### config.mk
export PLATFORM = sky130hd
export DESIGN_NAME = uab_autobaud
export DESIGN_NICKNAME = d
export VERILOG_FILES = /design/src/core/uab_pkg.sv /design/src/core/uab_tick.sv /design/src/core/uab_autobaud.sv
export VERILOG_INCLUDE_DIRS = /design/src /design/src/core
export SDC_FILE = /design/constraint.sdc
export NUM_CORES = 1
export LEC_CHECK = 0
export ABC_AREA = 1
export BUFFER_PORTS_ARGS = -buffer_cell sky130_fd_sc_hd__buf_2
export CAP_MARGIN = 20
export CORE_ASPECT_RATIO = 0.8
export CORE_UTILIZATION = 40
export DETAILED_ROUTE_END_ITERATION = 12
export PLACE_DENSITY = 0.67
export SYNTH_ARGS = -nofsm -noshare
export SYNTH_HDL_FRONTEND = slang
export SYNTH_SLANG_ARGS = --single-unit
### constraint.sdc
create_clock -name clk_sys -period 1.7 [get_ports clk_sys]
set_input_delay 0.34 -clock clk_sys [delete_from_list [all_inputs] [get_ports clk_sys]]
set_output_delay 0.34 -clock clk_sys [all_outputs]
set_load 0.01 [all_outputs]
### src/core/uab_consts.svh
// constants for the autobaud measurement block: offsets, fields, resets, counts
// assumes it is included by bare name into each design file that needs it
`ifndef UAB_CONSTS_SVH
`define UAB_CONSTS_SVH

// register offsets on the plain port
`define UAB_OFS_CTRL 3'h0
`define UAB_OFS_DIV_LO 3'h1
`define UAB_OFS_DIV_HI 3'h2
`define UAB_OFS_RXDATA 3'h3
`define UAB_OFS_IRQ_STAT 3'h4
`define UAB_OFS_IRQ_MASK 3'h5
`define UAB_OFS_FLAGS 3'h6

// control register fields
`define UAB_CTRL_ARM 0
`define UAB_CTRL_WAKE 1
`define UAB_CTRL_WIDE 2
`define UAB_CTRL_HSPD 3
`define UAB_CTRL_BUSY 7

// interrupt status fields
`define UAB_IRQ_DONE 0
`define UAB_IRQ_OVF 1
`define UAB_IRQ_W 2

// flags register field
`define UAB_FLAG_RX 0

// reset values
`define UAB_RST_BYTE 8'h00
`define UAB_RST_DIV 16'h0000
`define UAB_RST_IRQ 2'h0
`define UAB_RXDATA_VAL 8'h00

// measurement figures
`define UAB_CNT_PRESET 16'h0001
`define UAB_CNT_MAX 16'hffff
`define UAB_EDGES_AFTER_FIRST 3'h4
`define UAB_DIV_SLOW 10'h200
`define UAB_DIV_MID 10'h080
`define UAB_DIV_FAST 10'h020
`define UAB_DIV_ONE 10'h001

`endif

### src/core/uab_pkg.sv
// types shared by the autobaud measurement files
// assumes the constants header is compiled alongside
package uab_pkg;

  // measurement sequencer states, one-hot
  typedef enum logic [5:0] {
    UAB_ST_IDLE = 6'b000001,
    UAB_ST_BRK_LOW = 6'b000010,
    UAB_ST_BRK_END = 6'b000100,
    UAB_ST_START = 6'b001000,
    UAB_ST_EDGE1 = 6'b010000,
    UAB_ST_COUNT = 6'b100000
  } uab_state_t;

endpackage

### src/core/uab_tick.sv
// measurement clock enable generator
// assumes one system clock; restart aligns the divider to a line edge
`timescale 1ns/10ps
`include "uab_consts.svh"

module uab_tick (
  // clock and reset
  input wire logic clk_sys,
  input wire logic rst_b,
  input wire logic ce,
  // control
  input wire logic restart,
  input wire logic wide_sel,
  input wire logic hspd_sel,
  // enable pulse out
  output logic tick
);

  logic [9:0] cnt_r;
  logic [9:0] div;

  // divide ratio from the two rate bits
  function automatic logic [9:0] uab_div(input logic wide, input logic hspd);
    logic [9:0] d;
    d = `UAB_DIV_MID;
    if (!wide && !hspd)
      d = `UAB_DIV_SLOW;
    else if (wide && hspd)
      d = `UAB_DIV_FAST;
    return d;
  endfunction

  assign div = uab_div(wide_sel, hspd_sel);

  // free counter, pulse one cycle at terminal count
  always_ff @(posedge clk_sys or negedge rst_b)
  begin
    if (!rst_b)
    begin
      cnt_r <= 10'h000;
      tick <= 1'b0;
    end
    else if (ce)
    begin
      if (restart)
      begin
        cnt_r <= 10'h000;
        tick <= 1'b0;
      end
      else if (cnt_r == div - `UAB_DIV_ONE)
      begin
        cnt_r <= 10'h000;
        tick <= 1'b1;
      end
      else
      begin
        cnt_r <= cnt_r + `UAB_DIV_ONE;
        tick <= 1'b0;
      end
    end
  end

endmodule

### src/core/uab_autobaud.sv
// autobaud measurement block with its register port and interrupt
// assumes rx is synchronous to clk_sys and idles high
//
// Our own choices: the address-and-strobe port and the register offsets.
`timescale 1ns/10ps
`include "uab_consts.svh"

module uab_autobaud (
  // clock and reset
  input wire logic clk_sys,
  input wire logic rst_b,
  input wire logic ce,
  // register port
  input wire logic [2:0] reg_addr,
  input wire logic [7:0] reg_wdata,
  input wire logic reg_wr,
  input wire logic reg_rd,
  output logic [7:0] reg_rdata_r,
  // serial line
  input wire logic rx,
  // to the receiver and rate generator
  output logic rx_hold_idle_r,
  output logic receive_flag_r,
  output logic [15:0] rate_divisor_r,
  // interrupt
  output logic irq_r
);

  uab_pkg::uab_state_t state_r;
  uab_pkg::uab_state_t state_nxt;
  logic autobaud_arm_r;
  logic wake_on_break_enable_r;
  logic wide_divisor_select_r;
  logic high_speed_select_r;
  logic [7:0] rate_divisor_low_r;
  logic [7:0] rate_divisor_high_r;
  logic [`UAB_IRQ_W-1:0] irq_stat_r;
  logic [`UAB_IRQ_W-1:0] irq_mask_r;
  logic [2:0] edge_cnt_r;
  logic rx_d_r;
  logic rise;
  logic fall;
  logic tick;
  logic rate_measure_mode;
  logic arm_set;
  logic arm_clr_sw;
  logic begin_seq;
  logic done;
  logic ovf;
  logic wr_ctrl;
  logic wr_lo;
  logic wr_hi;
  logic rd_rxdata;
  logic wr_stat;
  logic wr_mask;
  logic counting;
  logic [15:0] pair;

  // line edges against the previous sample
  assign rise = rx & ~rx_d_r;
  assign fall = ~rx & rx_d_r;

  // strobe aimed at one register offset, shared by every decode below
  function automatic logic uab_hit(input logic strobe, input logic [2:0] addr,
    input logic [2:0] ofs);
    return strobe && (addr == ofs);
  endfunction

  // bus decodes
  assign wr_ctrl = uab_hit(reg_wr, reg_addr, `UAB_OFS_CTRL);
  assign wr_lo = uab_hit(reg_wr, reg_addr, `UAB_OFS_DIV_LO);
  assign wr_hi = uab_hit(reg_wr, reg_addr, `UAB_OFS_DIV_HI);
  assign wr_stat = uab_hit(reg_wr, reg_addr, `UAB_OFS_IRQ_STAT);
  assign wr_mask = uab_hit(reg_wr, reg_addr, `UAB_OFS_IRQ_MASK);
  assign rd_rxdata = uab_hit(reg_rd, reg_addr, `UAB_OFS_RXDATA);
  // a second arm write while armed must not restart a running measurement
  assign arm_set = wr_ctrl && reg_wdata[`UAB_CTRL_ARM] && !autobaud_arm_r;
  assign arm_clr_sw = wr_ctrl && !reg_wdata[`UAB_CTRL_ARM];

  // measurement is under way while the sequencer is away from idle
  assign rate_measure_mode = (state_r != uab_pkg::UAB_ST_IDLE);
  assign begin_seq = arm_set;
  // counting phase and the divisor pair seen as one word
  assign counting = (state_r == uab_pkg::UAB_ST_COUNT);
  assign pair = {rate_divisor_high_r, rate_divisor_low_r};
  assign done = counting && rise &&
                (edge_cnt_r == `UAB_EDGES_AFTER_FIRST - 3'h1);
  // the pair wraps to zero; the status bit tells software the count is useless
  assign ovf = counting && tick && (pair == `UAB_CNT_MAX);

  // previous line sample, idle high
  always_ff @(posedge clk_sys or negedge rst_b)
  begin
    if (!rst_b)
      rx_d_r <= 1'b1;
    else if (ce)
      rx_d_r <= rx;
  end

  // sequencer next state
  always_comb
  begin
    state_nxt = state_r;
    case (state_r)
      uab_pkg::UAB_ST_IDLE:
      begin
        if (begin_seq)
        begin
          if (reg_wdata[`UAB_CTRL_WAKE])
            state_nxt = uab_pkg::UAB_ST_BRK_LOW;
          else
            state_nxt = uab_pkg::UAB_ST_START;
        end
      end
      uab_pkg::UAB_ST_BRK_LOW:
      begin
        // the line must be seen low first, so an idle line cannot pass as a break end
        if (!rx)
          state_nxt = uab_pkg::UAB_ST_BRK_END; // break in progress
      end
      uab_pkg::UAB_ST_BRK_END:
      begin
        if (rise)
          state_nxt = uab_pkg::UAB_ST_START; // break over, sync follows
      end
      uab_pkg::UAB_ST_START:
      begin
        if (fall)
          state_nxt = uab_pkg::UAB_ST_EDGE1; // start bit of sync
      end
      uab_pkg::UAB_ST_EDGE1:
      begin
        if (rise)
          state_nxt = uab_pkg::UAB_ST_COUNT;
      end
      uab_pkg::UAB_ST_COUNT:
      begin
        if (done)
          state_nxt = uab_pkg::UAB_ST_IDLE;
      end
      default:
        state_nxt = uab_pkg::UAB_ST_IDLE;
    endcase
    // software clearing the arm bit aborts the sequence
    if (arm_clr_sw)
      state_nxt = uab_pkg::UAB_ST_IDLE;
  end

  // sequencer state
  always_ff @(posedge clk_sys or negedge rst_b)
  begin
    if (!rst_b)
      state_r <= uab_pkg::UAB_ST_IDLE;
    else if (ce)
      state_r <= state_nxt;
  end

  // rising edges seen after the first one
  always_ff @(posedge clk_sys or negedge rst_b)
  begin
    if (!rst_b)
      edge_cnt_r <= 3'h0;
    else if (ce)
    begin
      // three counted edges plus the one now seen make the fifth
      if (!counting)
        edge_cnt_r <= 3'h0;
      else if (rise)
        edge_cnt_r <= edge_cnt_r + 3'h1;
    end
  end

  // measure clock, realigned at the first rising edge
  uab_tick u_tick (
    .clk_sys (clk_sys),
    .rst_b (rst_b),
    .ce (ce),
    // held at zero until counting, so the first step lands one full period later
    .restart (!counting),
    .wide_sel (wide_divisor_select_r),
    .hspd_sel (high_speed_select_r),
    .tick (tick)
  );

  // control bits; hardware clear of the arm bit wins over a write
  always_ff @(posedge clk_sys or negedge rst_b)
  begin
    if (!rst_b)
    begin
      autobaud_arm_r <= 1'b0;
      wake_on_break_enable_r <= 1'b0;
      wide_divisor_select_r <= 1'b0;
      high_speed_select_r <= 1'b0;
    end
    else if (ce)
    begin
      if (wr_ctrl)
      begin
        autobaud_arm_r <= reg_wdata[`UAB_CTRL_ARM];
        wake_on_break_enable_r <= reg_wdata[`UAB_CTRL_WAKE];
        wide_divisor_select_r <= reg_wdata[`UAB_CTRL_WIDE];
        high_speed_select_r <= reg_wdata[`UAB_CTRL_HSPD];
      end
      if (done)
        autobaud_arm_r <= 1'b0;
    end
  end

  // divisor pair: software bytes when idle, one 16-bit counter when measuring
  always_ff @(posedge clk_sys or negedge rst_b)
  begin
    if (!rst_b)
    begin
      rate_divisor_low_r <= `UAB_RST_BYTE;
      rate_divisor_high_r <= `UAB_RST_BYTE;
    end
    else if (ce)
    begin
      if (begin_seq)
      begin
        rate_divisor_high_r <= 8'(`UAB_CNT_PRESET >> 8);
        rate_divisor_low_r <= 8'(`UAB_CNT_PRESET);
      end
      else if (rate_measure_mode)
      begin
        // no step on the completing edge, so the count covers exactly eight bit times
        if (counting && tick && !done)
          {rate_divisor_high_r, rate_divisor_low_r} <=
            pair + `UAB_CNT_PRESET;
      end
      else
      begin
        // count left in place after completion, only software changes it
        if (wr_lo)
          rate_divisor_low_r <= reg_wdata;
        if (wr_hi)
          rate_divisor_high_r <= reg_wdata;
      end
    end
  end

  // receive flag: set by completion, cleared by a data read, set wins
  // so a completion landing on a read of the data register is never lost
  always_ff @(posedge clk_sys or negedge rst_b)
  begin
    if (!rst_b)
      receive_flag_r <= 1'b0;
    else if (ce)
    begin
      if (done)
        receive_flag_r <= 1'b1;
      else if (rd_rxdata)
        receive_flag_r <= 1'b0;
    end
  end

  // receiver hold while measuring
  // taken from the next state so the hold rises together with the busy bit
  always_ff @(posedge clk_sys or negedge rst_b)
  begin
    if (!rst_b)
      rx_hold_idle_r <= 1'b0;
    else if (ce)
      rx_hold_idle_r <= (state_nxt != uab_pkg::UAB_ST_IDLE);
  end

  // divisor to the rate generator, copied from the pair whenever the sequencer is idle
  // frozen while measuring; after an abort the preset or partial count reaches the generator
  always_ff @(posedge clk_sys or negedge rst_b)
  begin
    if (!rst_b)
      rate_divisor_r <= `UAB_RST_DIV;
    else if (ce && !rate_measure_mode)
      rate_divisor_r <= pair;
  end

  // interrupt status, write one to clear, set wins
  always_ff @(posedge clk_sys or negedge rst_b)
  begin
    if (!rst_b)
      irq_stat_r <= `UAB_RST_IRQ;
    else if (ce)
    begin
      if (wr_stat)
        irq_stat_r <= irq_stat_r & ~reg_wdata[`UAB_IRQ_W-1:0];
      if (done)
        irq_stat_r[`UAB_IRQ_DONE] <= 1'b1;
      if (ovf)
        irq_stat_r[`UAB_IRQ_OVF] <= 1'b1;
    end
  end

  // interrupt mask
  always_ff @(posedge clk_sys or negedge rst_b)
  begin
    if (!rst_b)
      irq_mask_r <= `UAB_RST_IRQ;
    else if (ce && wr_mask)
      irq_mask_r <= reg_wdata[`UAB_IRQ_W-1:0];
  end

  // interrupt line from registered status and mask
  // one cycle behind the status, since every top output comes from a flip-flop
  always_ff @(posedge clk_sys or negedge rst_b)
  begin
    if (!rst_b)
      irq_r <= 1'b0;
    else if (ce)
      irq_r <= |(irq_stat_r & irq_mask_r);
  end

  // read data, valid the cycle after the strobe only
  always_ff @(posedge clk_sys or negedge rst_b)
  begin
    if (!rst_b)
      reg_rdata_r <= `UAB_RST_BYTE;
    else if (ce)
    begin
      reg_rdata_r <= `UAB_RST_BYTE;
      if (reg_rd)
      begin
        case (reg_addr)
          `UAB_OFS_CTRL:
          begin
            reg_rdata_r[`UAB_CTRL_ARM] <= autobaud_arm_r;
            reg_rdata_r[`UAB_CTRL_WAKE] <= wake_on_break_enable_r;
            reg_rdata_r[`UAB_CTRL_WIDE] <= wide_divisor_select_r;
            reg_rdata_r[`UAB_CTRL_HSPD] <= high_speed_select_r;
            reg_rdata_r[`UAB_CTRL_BUSY] <= rate_measure_mode;
          end
          `UAB_OFS_DIV_LO:
            reg_rdata_r <= rate_divisor_low_r;
          `UAB_OFS_DIV_HI:
            reg_rdata_r <= rate_divisor_high_r; // zero means low byte held the count
          `UAB_OFS_RXDATA:
            reg_rdata_r <= `UAB_RXDATA_VAL; // content is meaningless
          `UAB_OFS_IRQ_STAT:
            reg_rdata_r[`UAB_IRQ_W-1:0] <= irq_stat_r;
          `UAB_OFS_IRQ_MASK:
            reg_rdata_r[`UAB_IRQ_W-1:0] <= irq_mask_r;
          `UAB_OFS_FLAGS:
            reg_rdata_r[`UAB_FLAG_RX] <= receive_flag_r;
          default:
            reg_rdata_r <= `UAB_RST_BYTE;
        endcase
      end
    end
  end

endmodule

### Yosys cells after proc, flatten, opt, wreduce, memory -nomap -nowiden

Cells that the tools add are included.

* register bits after elaboration: 72
* memory bits (writable): 0
* bits in latches: 0
* ROM bits: 0
* memories: 0
* word-level logic and storage cells: 127

* add/sub/neg operators: 4
* bitwise logic cells: 7
* shifts and indexed selects: 0
* divide/modulo/power cells: 0
* magnitude comparators: 0
* mux-type cells: 38
* reduce and logical (&&, ||, !) cells: 40
* multiply operators: 0
* equality and inequality tests: 19

Operator list (number)
* 8-bit 2-to-1 mux: 10
* 6-bit 2-to-1 mux: 7
* 6-bit one-hot mux with 6 select lines: 1
* 10-bit 2-to-1 mux: 3
* 1-bit logical AND: 18
* 16-bit by 1-bit adder with 16-bit output, second input constant: 1
* 16-bit equality test, second input constant: 1
* 6-bit by 1-bit != test with 1-bit output, second input constant: 2
* 2-bit AND reduction: 6
* 10-bit by 1-bit adder with 10-bit output, second input constant: 1
* 10-bit equality test: 1
* 10-bit by 1-bit subtractor with 10-bit output, second input constant: 1
* 3-bit by 2-bit equality test with 1-bit output, second input constant: 3
* 3-bit equality test, second input constant: 3
* 1-bit 2-to-1 mux: 8
* 2-bit nonzero test: 4
* 6-bit by 1-bit equality test with 1-bit output, second input constant: 1
* 6-bit by 2-bit equality test with 1-bit output, second input constant: 1
* 6-bit by 3-bit equality test with 1-bit output, second input constant: 1
* 6-bit by 4-bit equality test with 1-bit output, second input constant: 1
* 6-bit by 5-bit equality test with 1-bit output, second input constant: 1
* 6-bit equality test, second input constant: 1
* 1-bit logical NOT: 6
* 3-bit 2-to-1 mux: 2
* other kinds (19): 24

### Depth between registers and ports, before layout

* depth after elaboration: 9
* depth in mapped cells: 11
* depth with buffers taken out: 11

### By module

A second synthesis with hierarchy kept.

* cell total of the unflattened synthesis: 575
* area total of the unflattened synthesis: 4200.3 sq um

Modules (own cells, without submodules)
* uab_autobaud: seq. area each 1529.0 sq um, times used 1, area an instance 3485.8 sq um, cells an instance 477
* uab_tick: seq. area each 275.3 sq um, times used 1, area an instance 714.4 sq um, cells an instance 98

### Least setup slack after synthesis

No wires, ideal clock.

* path type: reg-to-reg
* start: register edge_cnt_r[0]
* end: register rate_divisor_low_r[3]
* stages on the path, launching flop included: 12
* arrival: 1.433 ns
* slack: 0.202 ns
* clock period less this slack: 1.498 ns
* path buffers: 0
* path through: dfrtp_1 ha_1 ha_1 nand3_1 nand2_1 inv_1 nand2_1 nand3_4 nand2_1 nand2_4 nand2_1 nand2_1

* cells in the longest elaborated chain, start to end: 6

RTL lines
* start, declared: line uab_autobaud.sv:39 `logic [2:0] edge_cnt_r;`
* start signal, assigned: line uab_autobaud.sv:169 `edge_cnt_r <= edge_cnt_r + 3'h1;`
* 3-bit by 2-bit equality test with 1-bit output: line uab_autobaud.sv:87 `` (edge_cnt_r == `UAB_EDGES_AFTER_FIRST - 3'h1); ``
* 1-bit logical AND: line uab_autobaud.sv:86 `assign done = counting && rise &&`
* 1-bit logical NOT: line uab_autobaud.sv:227 `if (counting && tick && !done)`
* 1-bit logical AND: line uab_autobaud.sv:227
* 3-bit by 1-bit != test with 1-bit output (no line)
* 3-bit AND reduction (no line)
* end signal, assigned: line uab_autobaud.sv:222 `` rate_divisor_low_r <= 8'(`UAB_CNT_PRESET); ``
* end signal, assigned: line uab_autobaud.sv:228 `{rate_divisor_high_r, rate_divisor_low_r} <=`
* end signal, assigned: line uab_autobaud.sv:235 `rate_divisor_low_r <= reg_wdata;`
* end, declared: line uab_autobaud.sv:35 `logic [7:0] rate_divisor_low_r;`

Every way passes these cells.
A chain may end at the register's enable or synchronous reset.

### Worst setup path after layout

* start: register state_r[0]
* end: register rate_divisor_low_r[6]

* cells in the longest elaborated chain, start to end: 7

RTL lines
* start, declared: line uab_autobaud.sv:29 `uab_pkg::uab_state_t state_r;`
* start signal, assigned: line uab_autobaud.sv:153 `state_r <= uab_pkg::UAB_ST_IDLE;`
* start signal, assigned: line uab_autobaud.sv:155 `state_r <= state_nxt;`
* 6-bit equality test: line uab_autobaud.sv:84 `assign counting = (state_r == uab_pkg::UAB_ST_COUNT);`
* 1-bit logical AND (2 in a row): line uab_autobaud.sv:86
* 1-bit logical NOT: line uab_autobaud.sv:227
* 1-bit logical AND: line uab_autobaud.sv:227
* 3-bit by 1-bit != test with 1-bit output (no line)
* 3-bit AND reduction (no line)

Parallel ways exist; a longest one is shown, timed or not.

==> metrics.txt <==
total die area=approximately 11000 µm²; type of element capturing the critical path=flip-flop; Ant. Diodes=0; tightest slew margin relative to the limit=0.726; DRC violation total after the first TritonRoute iteration=360; first-pass GRT wire length=18900 µm; sequential area share after synthesis=0.428; peak supply drop=between 0.0006 and 0.0007 V; root buf cell=clkbuf_16; Skew-Pair Late Insertion Delay=0.34 ns; Pre-antenna DRT Iters=5; #FFs+latches synth=72; overall track demand over capacity in global routing=0.230; ports placed on the boundary=44; Critical Path Source Type=flip-flop; clock tree from TritonCTS=done; reported max-cap violation count=0; number of buffers on the longest clock path=2; status=complete, no violations; endpoint arrival time on the critical path=1.96 ns; number of clock buffers inserted by TritonCTS=9; DP Cell Count=758; Initial Utilization=0.412; overall overflow remaining after global route=0; Crit Path Class=reg -> reg; P_leak=between 2 and 3 nW; setup slack of the critical path after layout=0.0120 ns; vias after detailed routing=4134; top library cells by usage in the layout, fill and taps aside=nand2_1 (176), dfrtp_1 (70), inv_1 (63), nor2_1 (44), buf_2 (43); number of sinks on the clock net=between 70 and 80; initial antenna violation count=0; Chip Height=93.8 µm; number of global-route vias before repair=3749; count of yosys warnings during synthesis=0; reg-to-reg setup timing slack=0.01 ns; net count of the mapped netlist=591; via/cell ratio=between 5 and 6; Core Box Area=roughly 10000 µm²; final RePlAce weighted congestion=0.879; Final period util=0.993; H-tree depth=3; share of cells above drive strength 1=0.212; number of remaining DRC errors=0; area overhead of the layout relative to synthesis=23.4%; NumNets Final=666; cell area power density=roughly 1400 nW/µm²; quantity of I/O buffers inserted on ports=43; Worst Path Max Fanout=7; Netlist cell types=37; largest cells by area after synthesis=dfrtp_1 (42%), nand2_1 (16%), inv_1 (5.7%), nor2_1 (4.5%), nand3_1 (3.9%); Post-Place Setup Slack=-0.0420 ns; DP HPWL=slightly below 9000 µm; Fin Clk Skew=between 0.006 and 0.007 ns; mean area per synthesized cell=7.39 µm²; antenna viol nets, final=0; fmax=0.592 GHz; type of the most critical hold path=in -> async; routed wire length=11900 µm; data required time at the worst endpoint=1.98 ns; most common library cell in the layout ignoring fill and taps=nand2_1; Synth Instances=570; library cell with the largest summed area after synthesis=dfrtp_1; Syn Std Cell Area=roughly 4200 µm²; unrepaired setup endpoints after global routing=yes; number of endpoints with negative hold slack in the final report=0; transition time at the pin with the least slew margin=just over 0.4 ns; Routed WL per cell=15.1 µm; clock-pin transition on the worst setup and hold timing paths=0.06 ns; Post-Layout Cell Count=790; cell row count=33; count of final setup violators=0; fin util=0.508; Max Slew Vio Count=0; minimum clock period after layout=1.69 ns; proportion of netlist area held by the largest area contributor=0.416; die width=117 µm; largest net degree at the start of global routing=73
[state kept, by name, summed over array words and instances, names as in the netlist, 2 cells and up]
name	cells
rate_divisor_r	16
irq_mask_r	2
rate_divisor_high_r	8
state_r	6
reg_rdata_r	8
irq_stat_r	2
u_tick.cnt_r	10
rate_divisor_low_r	8
edge_cnt_r	3
[cell families (layout without fill, tap and decap cells)]
logic type / count (synthesis) / in the layout / share of synthesized area
XOR/XNOR: 4 / 4 / 0.00832
buffers and inverters: 82 / 160 / 0.0781
AND/OR/NAND/NOR: 311 / 313 / 0.342
AO/OA/AOI/OAI: 96 / 96 / 0.129
adder cells (fa/ha/maj): 4 / 4 / 0.0119
flip-flops: 72 / 72 / 0.428
multiplexers: 1 / 1 / 0.00267
[stage by stage]
step / setup TNS, ns / cell area (µm²) / power, mW / hold slack [ns]
2_1_floorplan: 0 / 4210 / 4.20 / 0.0444
3_3_place_gp: 0 / 4670 / 5.02 / 0.398
3_5_place_dp: -0.310 / 4670 / 5.07 / 0.397
4_1_cts: 0 / 4990 / 7.06 / 0.0482
5_1_grt: -0.870 / 5200 / 7.90 / 0.0386
6_report: 0 / 5200 / 7.42 / 0.00937
[worst paths after layout]
path | from | endpoint | depth (start not counted)
worst max-delay path | state_r[0] | rate_divisor_low_r[6] | 10
worst min-delay path | rst_b | rate_divisor_r[14] | 2
worst max register to register | state_r[0] | rate_divisor_low_r[6] | 10
worst min register to register | rx_hold_idle_r | rx_hold_idle_r | 2
max in group asynchronous | rst_b | rx_d_r | 2
min in group clk_sys | reg_wdata[3] | high_speed_select_r | 3
[repair_timing]
item                                    CTS  global route
pin swaps                                 0            14
endpoints found under the setup margin   16            33
resized for setup                         0            23
cloned                                    0             3
hold buffers                              0             0
hold endpoints to repair                  0             0
buffers inserted                          2            11
[cell type report]
class                           instances  area (µm²)
Clock inverter                          3        42.5
Timing Repair Buffer                   73         487
Clock buffer                           13         250
Sequential cell                        72        1800
Inverter                               71         267
Fill cell                            1032        5040
Tap cell                              140         175
Multi-Input combinational cell        418        2170
[metal layers]
metal,part of all wire,track usage,up-vias
met2,0.43,0.336,138
met3,0.082,0.0587,16
met1,0.47,0.331,1966
met4,0.014,0.0675,0
met5,0,0,-
li1,-,-,2014
[power breakdown]
group          switching [mW]  total (mW)  internal [mW]
registers               0.426        2.59           2.16
logic                    1.79        2.94           1.15
clock network           0.721        1.90           1.18
[cell usage after synthesis]
cell / count
nor2_1: 50
o21a_1: 1
o21ai_1: 30
nand2_4: 1
xnor2_1: 1
nor3_2: 1
nand2_2: 2
nand3_4: 4
o21ai_4: 1
nand4_1: 17
nand3_2: 1
a22o_1: 3
nand2_1: 180
dfstp_2: 2
o22ai_1: 13
o221ai_1: 2
nor2_2: 3
mux2_1: 1
ha_1: 4
inv_2: 7
clkbuf_1: 4
a21oi_1: 15
inv_1: 64
dfrtp_1: 70
o21bai_1: 1
buf_2: 5
nor3_1: 6
nor2_4: 9
buf_6: 2
o31ai_1: 3
xor2_1: 3
nor3b_1: 2
o21ai_0: 26
nand4_4: 1
nand3_1: 33
o41ai_1: 1
or2_2: 1
[worst max-delay path, stage by stage, from the launching register on]
cell and delay [ns]:
dfstp_2 0.57, inv_2 0.06, nor2_4 0.13, nand3_4 0.17, buf_4 0.19, clkbuf_16 0.15
nand2_1 0.07, nand2_1 0.05, nor2_1 0.10, nand2_1 0.06, nand2_1 0.05
Note: power is estimated with default switching activity, not from simulation.
